<file path="config.mk">
export PLATFORM = sky130hd
export DESIGN_NAME = udci_regs
export DESIGN_NICKNAME = d
export VERILOG_FILES = /design/src/shared/udci_pkg.sv /design/src/hdl/udci_regs.sv
export SDC_FILE = /design/constraint.sdc
export NUM_CORES = 1
export LEC_CHECK = 0
export ABC_AREA = 1
export BUFFER_PORTS_ARGS = -buffer_cell sky130_fd_sc_hd__buf_2
export CORE_MARGIN = 4
export CORE_UTILIZATION = 35
export CTS_CLUSTER_DIAMETER = 120
export CTS_CLUSTER_SIZE = 25
export DETAILED_ROUTE_END_ITERATION = 10
export PLACE_DENSITY = 0.75
export RECOVER_POWER = 100
export SLEW_MARGIN = 20
export SYNTH_ARGS = -nofsm -noshare
export SYNTH_HDL_FRONTEND = slang
export SYNTH_SLANG_ARGS = --single-unit
</file>
<file path="constraint.sdc">
create_clock -name mclk -period 0.9 [get_ports mclk]
set_clock_uncertainty 0.1 [all_clocks]
set_input_delay 0.045 -clock mclk [delete_from_list [all_inputs] [get_ports mclk]]
set_output_delay 0.045 -clock mclk [all_outputs]
set_load 0.05 [all_outputs]
</file>
<file path="src/shared/udci_pkg.sv">
// Purpose: constants and types shared by the dma completion interrupt register block
// Assumes: 32-bit register port, word offsets are byte addresses
// Notes: all fields reset to zero
package udci_pkg;
  localparam int unsigned NUM_CH = 4;
  localparam logic [7:0] OFF_TX_EN = 8'h00;
  localparam logic [7:0] OFF_TX_EN_CLR = 8'h04;
  localparam logic [7:0] OFF_RX_CTRL = 8'h08;
  localparam logic [7:0] OFF_RX_MASKED = 8'h0c;
  localparam logic [7:0] OFF_RX_RAW = 8'h10;
  localparam logic [7:0] OFF_RX_EN = 8'h14;
  localparam logic [7:0] OFF_RX_EN_SET = 8'h18;
  localparam logic [7:0] OFF_RX_EN_CLR = 8'h1c;
  localparam logic [7:0] OFF_RX_RAW_CLR = 8'h20;
  localparam logic [7:0] OFF_TX_EN_SET = 8'h24;
  localparam int unsigned RX_ON_BIT = 0;
  localparam logic [3:0] EN_RESET = 4'h0;
  localparam logic [3:0] RAW_RESET = 4'h0;
  localparam logic RX_ON_RESET = 1'b0;

  typedef struct packed {
    logic [7:0] addr;
    logic [31:0] wdata;
    logic wr;
    logic rd;
  } udci_bus_type;
endpackage : udci_pkg

</file>
<file path="src/hdl/udci_regs.sv">
// Purpose: control and completion interrupt registers of a usb descriptor dma
// Assumes: single clock mclk, synchronous active-high reset, plain register port
// Notes: raw receive flags are set by per-channel completion pulses
//
// Decided for this implementation: the address-and-strobe port and the register offsets.
`timescale 1ns/10ps
module udci_regs #(
  parameter int unsigned NCH = udci_pkg::NUM_CH
) (
  input wire logic mclk,
  input wire logic rst,
  input wire udci_pkg::udci_bus_type bus,
  output logic [31:0] rdata,
  input wire logic [NCH-1:0] rx_done_pulse,
  output logic rx_dma_on,
  output logic [NCH-1:0] tx_done_irq_enable_bits,
  output logic irq
);
  logic [NCH-1:0] tx_en_reg;
  logic [NCH-1:0] rx_en_reg;
  logic [NCH-1:0] rx_raw_reg;
  logic rx_on_reg;
  logic irq_reg;
  logic [31:0] rdata_reg;
  logic [31:0] rdata_next;
  logic [NCH-1:0] masked;
  logic wr_tx_clr, wr_tx_set, wr_rx_set, wr_rx_clr, wr_raw_clr, wr_ctrl;

  assign wr_tx_clr = bus.wr && bus.addr == udci_pkg::OFF_TX_EN_CLR;
  assign wr_tx_set = bus.wr && bus.addr == udci_pkg::OFF_TX_EN_SET;
  assign wr_rx_set = bus.wr && bus.addr == udci_pkg::OFF_RX_EN_SET;
  assign wr_rx_clr = bus.wr && bus.addr == udci_pkg::OFF_RX_EN_CLR;
  assign wr_raw_clr = bus.wr && bus.addr == udci_pkg::OFF_RX_RAW_CLR;
  assign wr_ctrl = bus.wr && bus.addr == udci_pkg::OFF_RX_CTRL;
  assign masked = rx_raw_reg & rx_en_reg;

  // ****************************************
  // enable and flag state
  // ****************************************
  genvar g;
  generate
    for (g = 0; g < NCH; g++) begin : g_ch
      always_ff @(posedge mclk) begin
        if (rst) begin
          tx_en_reg[g] <= udci_pkg::EN_RESET[g];
        end else if (wr_tx_clr && bus.wdata[g]) begin
          tx_en_reg[g] <= 1'b0;
        end else if (wr_tx_set && bus.wdata[g]) begin
          tx_en_reg[g] <= 1'b1;
        end
      end
      always_ff @(posedge mclk) begin
        if (rst) begin
          rx_en_reg[g] <= udci_pkg::EN_RESET[g];
        end else if (wr_rx_set && bus.wdata[g]) begin
          rx_en_reg[g] <= 1'b1;
        end else if (wr_rx_clr && bus.wdata[g]) begin
          rx_en_reg[g] <= 1'b0;
        end
      end
      // set wins over software clear
      always_ff @(posedge mclk) begin
        if (rst) begin
          rx_raw_reg[g] <= udci_pkg::RAW_RESET[g];
        end else if (rx_done_pulse[g]) begin
          rx_raw_reg[g] <= 1'b1;
        end else if (wr_raw_clr && bus.wdata[g]) begin
          rx_raw_reg[g] <= 1'b0;
        end
      end
    end
  endgenerate

  always_ff @(posedge mclk) begin
    if (rst) begin
      rx_on_reg <= udci_pkg::RX_ON_RESET;
    end else if (wr_ctrl) begin
      rx_on_reg <= bus.wdata[udci_pkg::RX_ON_BIT];
    end
  end

  always_ff @(posedge mclk) begin
    if (rst) begin
      irq_reg <= 1'b0;
    end else begin
      irq_reg <= |(((rx_raw_reg | rx_done_pulse) & ~({NCH{wr_raw_clr}} & bus.wdata[NCH-1:0] & ~rx_done_pulse))
                   & (rx_en_reg | ({NCH{wr_rx_set}} & bus.wdata[NCH-1:0]))
                   & ~({NCH{wr_rx_clr && !wr_rx_set}} & bus.wdata[NCH-1:0]));
    end
  end

  // ****************************************
  // read port
  // ****************************************
  always_comb begin
    rdata_next = 32'h0000_0000;
    if (bus.addr == udci_pkg::OFF_TX_EN) begin
      rdata_next[NCH-1:0] = tx_en_reg;
    end else if (bus.addr == udci_pkg::OFF_RX_CTRL) begin
      rdata_next[udci_pkg::RX_ON_BIT] = rx_on_reg;
    end else if (bus.addr == udci_pkg::OFF_RX_MASKED) begin
      rdata_next[NCH-1:0] = masked;
    end else if (bus.addr == udci_pkg::OFF_RX_RAW) begin
      rdata_next[NCH-1:0] = rx_raw_reg;
    end else if (bus.addr == udci_pkg::OFF_RX_EN) begin
      rdata_next[NCH-1:0] = rx_en_reg;
    end
  end

  always_ff @(posedge mclk) begin
    if (rst) begin
      rdata_reg <= 32'h0000_0000;
    end else if (bus.rd) begin
      rdata_reg <= rdata_next;
    end else begin
      rdata_reg <= 32'h0000_0000;
    end
  end

  assign rdata = rdata_reg;
  assign rx_dma_on = rx_on_reg;
  assign tx_done_irq_enable_bits = tx_en_reg;
  assign irq = irq_reg;

  // ****************************************
  // per-channel checks
  // ****************************************
  genvar h;
  generate
    for (h = 0; h < NCH; h++) begin : g_chk

    end
  endgenerate
endmodule : udci_regs

</file>
Word level (Yosys, flattened, before mapping)
Cells that the tools add are included.

Muxes and demuxes: 22. Order comparisons: 0. Bitwise operators: 14. Shift-type cells: 0. Eq/ne operators: 9. Div/mod/pow operators: 0. Add/subtract/negate cells: 0. Multipliers: 0. Reductions and logical operators: 43.

Operators with widths (count): $and 4x4->4 (8); $eq 8x5->1 const B (4); $logic_and 1x1->1 (27); $mux 1 (17); $eq 8x4->1 const B (2); $eq 8x6->1 const B (2); $mux 4 (4); $reduce_bool 2->1 (8); $not 4->4 (3); $reduce_or 2->1 (5); $eq 8x3->1 const B (1); $logic_not 8->1 (1); $or 4x4->4 (2); $reduce_or 4->1 (1); $mux 3 (1); $logic_not 1->1 (1); $not 1->1 (1).

Memories kept: 0. Flip-flop bits (word level): 46. Logic and storage cells: 104. Latch bits: 0. Bits in read-only memories: 0. RAM bits: 0. Input port bits: 48. Output and inout port bits: 38.

Logic depth before layout (Yosys ltp)
Depth after elaboration: 9. Depth in mapped cells: 10. Mapped depth without buffers: 10.

Least setup slack after synthesis
No wires, ideal clock.

Kind: register -> register. From: reg rx_on_reg, in the netlist rx_dma_on. To: reg rdata_reg[0], in the netlist rdata[0]. Data arrival time: 927 ps. Period minus slack after synthesis: 1097 ps. Required time: 730 ps. Path buffers: 0. Cell stages (with the launch flop): 4. Setup time: 70 ps. Slack: -197 ps. Path through: dfxtp_1 nand3b_1 nand2_1 a21oi_1.

Word-level cells in the longest chain between the ends: 2.

Ends and longest elaborated chain: start, declared (RTL line udci_regs.sv:22) `logic rx_on_reg;`; start signal, assigned (RTL line udci_regs.sv:76) `rx_on_reg <= udci_pkg::RX_ON_RESET;`; start signal, assigned (RTL line udci_regs.sv:78) `rx_on_reg <= bus.wdata[udci_pkg::RX_ON_BIT];`; $mux 1 (RTL line udci_regs.sv:99) `end else if (bus.addr == udci_pkg::OFF_RX_CTRL) begin`; $mux 4 (RTL line udci_regs.sv:97) `if (bus.addr == udci_pkg::OFF_TX_EN) begin`; end signal, assigned (RTL line udci_regs.sv:114) `rdata_reg <= rdata_next;`; end, declared (RTL line udci_regs.sv:24) `logic [31:0] rdata_reg;`.

No other way between the ends. A chain may end at the register's enable or synchronous reset.

Final worst setup path
From: in bus[40] (netlist bit). To: reg irq_reg, in the netlist irq.

Word-level cells in the longest chain between the ends: 9. Elaborated cells on any way between the ends: 19. Classes of those cells: eq/ne (3); bitwise (10); reduce/logical (6).

Ends and longest elaborated chain: start, declared (RTL line udci_regs.sv:12) `input wire udci_pkg::udci_bus_type bus,`; $eq 8x6->1 (RTL line udci_regs.sv:33) `assign wr_raw_clr = bus.wr && bus.addr == udci_pkg::OFF_RX_RAW_CLR;`; $logic_and 1x1->1 (RTL line udci_regs.sv:33); $and 4x4->4 (2 in a row) (RTL line udci_regs.sv:86) `irq_reg <= |(((rx_raw_reg | rx_done_pulse) & ~({NCH{wr_raw_clr}} & bus.wdata[NCH-1:0] & ~rx_done_pulse))`; $not 4->4 (RTL line udci_regs.sv:86); $and 4x4->4 (RTL line udci_regs.sv:86); $and 4x4->4 (RTL line udci_regs.sv:87) `& (rx_en_reg | ({NCH{wr_rx_set}} & bus.wdata[NCH-1:0]))`; $and 4x4->4 * (RTL line udci_regs.sv:88) `& ~({NCH{wr_rx_clr && !wr_rx_set}} & bus.wdata[NCH-1:0]));`; $reduce_or 4->1 * (RTL line udci_regs.sv:86); end signal, assigned (RTL line udci_regs.sv:86); end, declared (RTL line udci_regs.sv:23) `logic irq_reg;`.

Every way passes the cells marked *; elsewhere a longest branch is shown, timed or not.

==> impl_metrics.toml <==
[synthesis]
synth_area_leaders = "dfxtp_1 28%, buf_4 16%, nand2_1 12%"
yosys.area.top_type_share_pct = 28.0
async_flop_share_pct = 0
synth_edf_count = 0
avgSynthCellArea_um2 = 6.87
yosysWarnings = 0
ys_seq_area_share_pct = 28.0
netlist_area_um2 = 1280
ys_dominant_reg_cell = "dfxtp_1"
synth.distinct_cells = 23
synth_commonest_cells = "40 x nand2_1, 28 x buf_4, 24 x inv_1"
syn-instance-count = 187
yosysTopAreaCell = "dfxtp_1"
ys_seq_elements = 18
yosysMostFrequentCell = "nand2_1"

[sta]
whs_ns = -0.00174
min_period_ns = 0.953
rsz0062_at_grt = "true"
hold_violations = 1
finalMaxSlewViolations = 0
final.setup.tns_ns = -0.101
finalCritPeriodShare_pct = 106
finalSetupViolations = 6
fin_ws_ns = -0.0532
fmax_mhz = 1050

[setup_path]
reg2reg_depth = 6
critical_path_class = "primary input to flop"
cp.required_ns = 0.95
rrSetupSlack_ns = -0.05
cp-start-kind = "primary input"
r2r-start = "rx_raw_reg[2]"
crit_arrival_ns = 1.00
path_max_fanout = 4
cp-end-kind = "flop"
reg2reg_to = "irq"

[routing]
drt_pass1_iterations = 4
drt-wirelength-per-cell_um = 10.5
routed_via_density = 4.42
drcViolationCount = 0
dr.first_iter.drc_count = 47
ant_nets = 0
drt_wl_total_um = 2960
num_vias = 1242

[finish]
finalInstanceArea_um2 = 1800
fin_util_pct = 52.3
seqCellArea_um2 = 374
fillers = 330
layout-drive-gt1-share_pct = 38.7
nNetsFinal = 284
synthToLayoutAreaGrowth_pct = 40.2
fin_cells = 281
multiInputGateArea_um2 = 783
n_antenna_cell = 0

[power_and_ir_drop]
power_mw = 2.02
power_density_nw_per_um2 = 1120
p_leak_nw = 0.849
peakVddDrop_mv = 0.704

[flow_run]
drv_cap = 0

[grt]
gr-usage-all-layers_pct = 13.1
grt_max_degree = 11
grt_pass1_vias = 1098
grt_pass1_wl_um = 4680
gr-total-overflow = 0
antenna_found_initial = 0

[cts]
clk_path_buf_depth = 2
cts_root_buffer = "clkbuf_8"
cts_tree = "yes"
clock_latency_ns = 0.25
numCtsBuffers = 3
cts.sinks = 18
clkTransAtPathRegs_ns = 0.07
htreeDepth = 1

[floorplanning]
die_y_um = 68.6
die_w_um = 68.6
num_io_pins = 86
fp-row-count = 21
initial_utilization_pct = 37.3
core-area_um2 = 3440
die_area_um2 = 4700

[hold_path]
hold_end = "rdata[3]"
holdCritPathClass = "primary input to flop"
hold_path_depth = 4
holdCritStartpoint = "rst"

[place]
placed_area_um2 = 1500
gp_congestion = 0.892
io_buffers = 29
place.detailed.hpwl_um = 2260
place_inst = 268
place_ws_ns = -0.373

[outcome]
violations = "hold timing, setup timing"
status = "complete, but fails checks"
cell type report:
class	count	share of cell area (%)
inverters	29	7.43
repair buffers	46	22.1
well taps	46	3.19
flip-flops and latches	18	20.8
multi-input cells	138	43.5
clock buffers	4	3.06
report_power, final:
group / leakage (nW) / switching [mW] / total [mW] / internal, mW
Sequential: 0.150 / 0.0118 / 0.821 / 0.809
Combinational: 0.670 / 0.416 / 0.545 / 0.129
Clock: 0.0288 / 0.268 / 0.656 / 0.389
Total: 0.849 / 0.696 / 2.02 / 1.33
metal layers:
layer,global-route usage [%],wire length [µm],part of all wire (%),up-vias
met5,0,0,0,-
li1,-,-,-,631
met2,21.9,1510,51,58
met1,16.1,1190,40,551
met4,3.72,11,0.37,0
met3,4.05,245,8.3,2
logic make-up after synthesis:
| kind of cell | Yosys count | share of synthesized area (%) |
|---|---|---|
| buffers and inverters | 58 | 25.1 |
| AND/OR/NAND/NOR | 90 | 36.0 |
| AO/OA/AOI/OAI | 20 | 10.5 |
| flip-flops | 18 | 28.0 |
| other | 1 | 0.292 |
layout by cell type (no fill, tap or decap), types with 7 or more instances in the layout:
master,Yosys,final
nand2_1,40,36
conb_1,1,28
inv_1,24,19
nand3_1,17,14
buf_2,0,13
nor2_1,15,12
buf_4,28,12
nor2_4,7,11
buf_6,0,9
dfxtp_1,18,9
dfxtp_2,0,8
o21ai_1,7,7
a21oi_1,7,7
worst max-delay path, stage by stage:
cell and delay (ns):
buf_6 0.10, nor2_4 0.17, nand2_4 0.08, nor3_4 0.25, nand2_1 0.09, nand3_1 0.07, nand2_1 0.06, nor2_2 0.10
nor2_1 0.04
how the worst max path moves through the flow:
stage | cells past startpoint | to | slack [ns] | startpoint
2_1_floorplan | 8 | irq | -0.1 | bus[34]
3_3_place_gp | 9 | irq | -0.37 | bus[34]
3_5_place_dp | 9 | irq | -0.37 | bus[34]
4_1_cts | 9 | irq | -0.05 | bus[41]
5_1_grt | 6 | irq | -0.13 | rx_raw_reg[2]
6_report | 9 | irq | -0.05 | bus[40]
repair_timing:
item | 4_1_cts | 5_1_grt
hold endpoints to repair | 4 | 0
hold buffers | 4 | 0
setup buffers | 4 | 1
setup endpoints to repair | 18 | 21
resized for setup | 33 | 22
pin swaps | 16 | 11
Note: power is estimated with default switching activity, not from simulation.
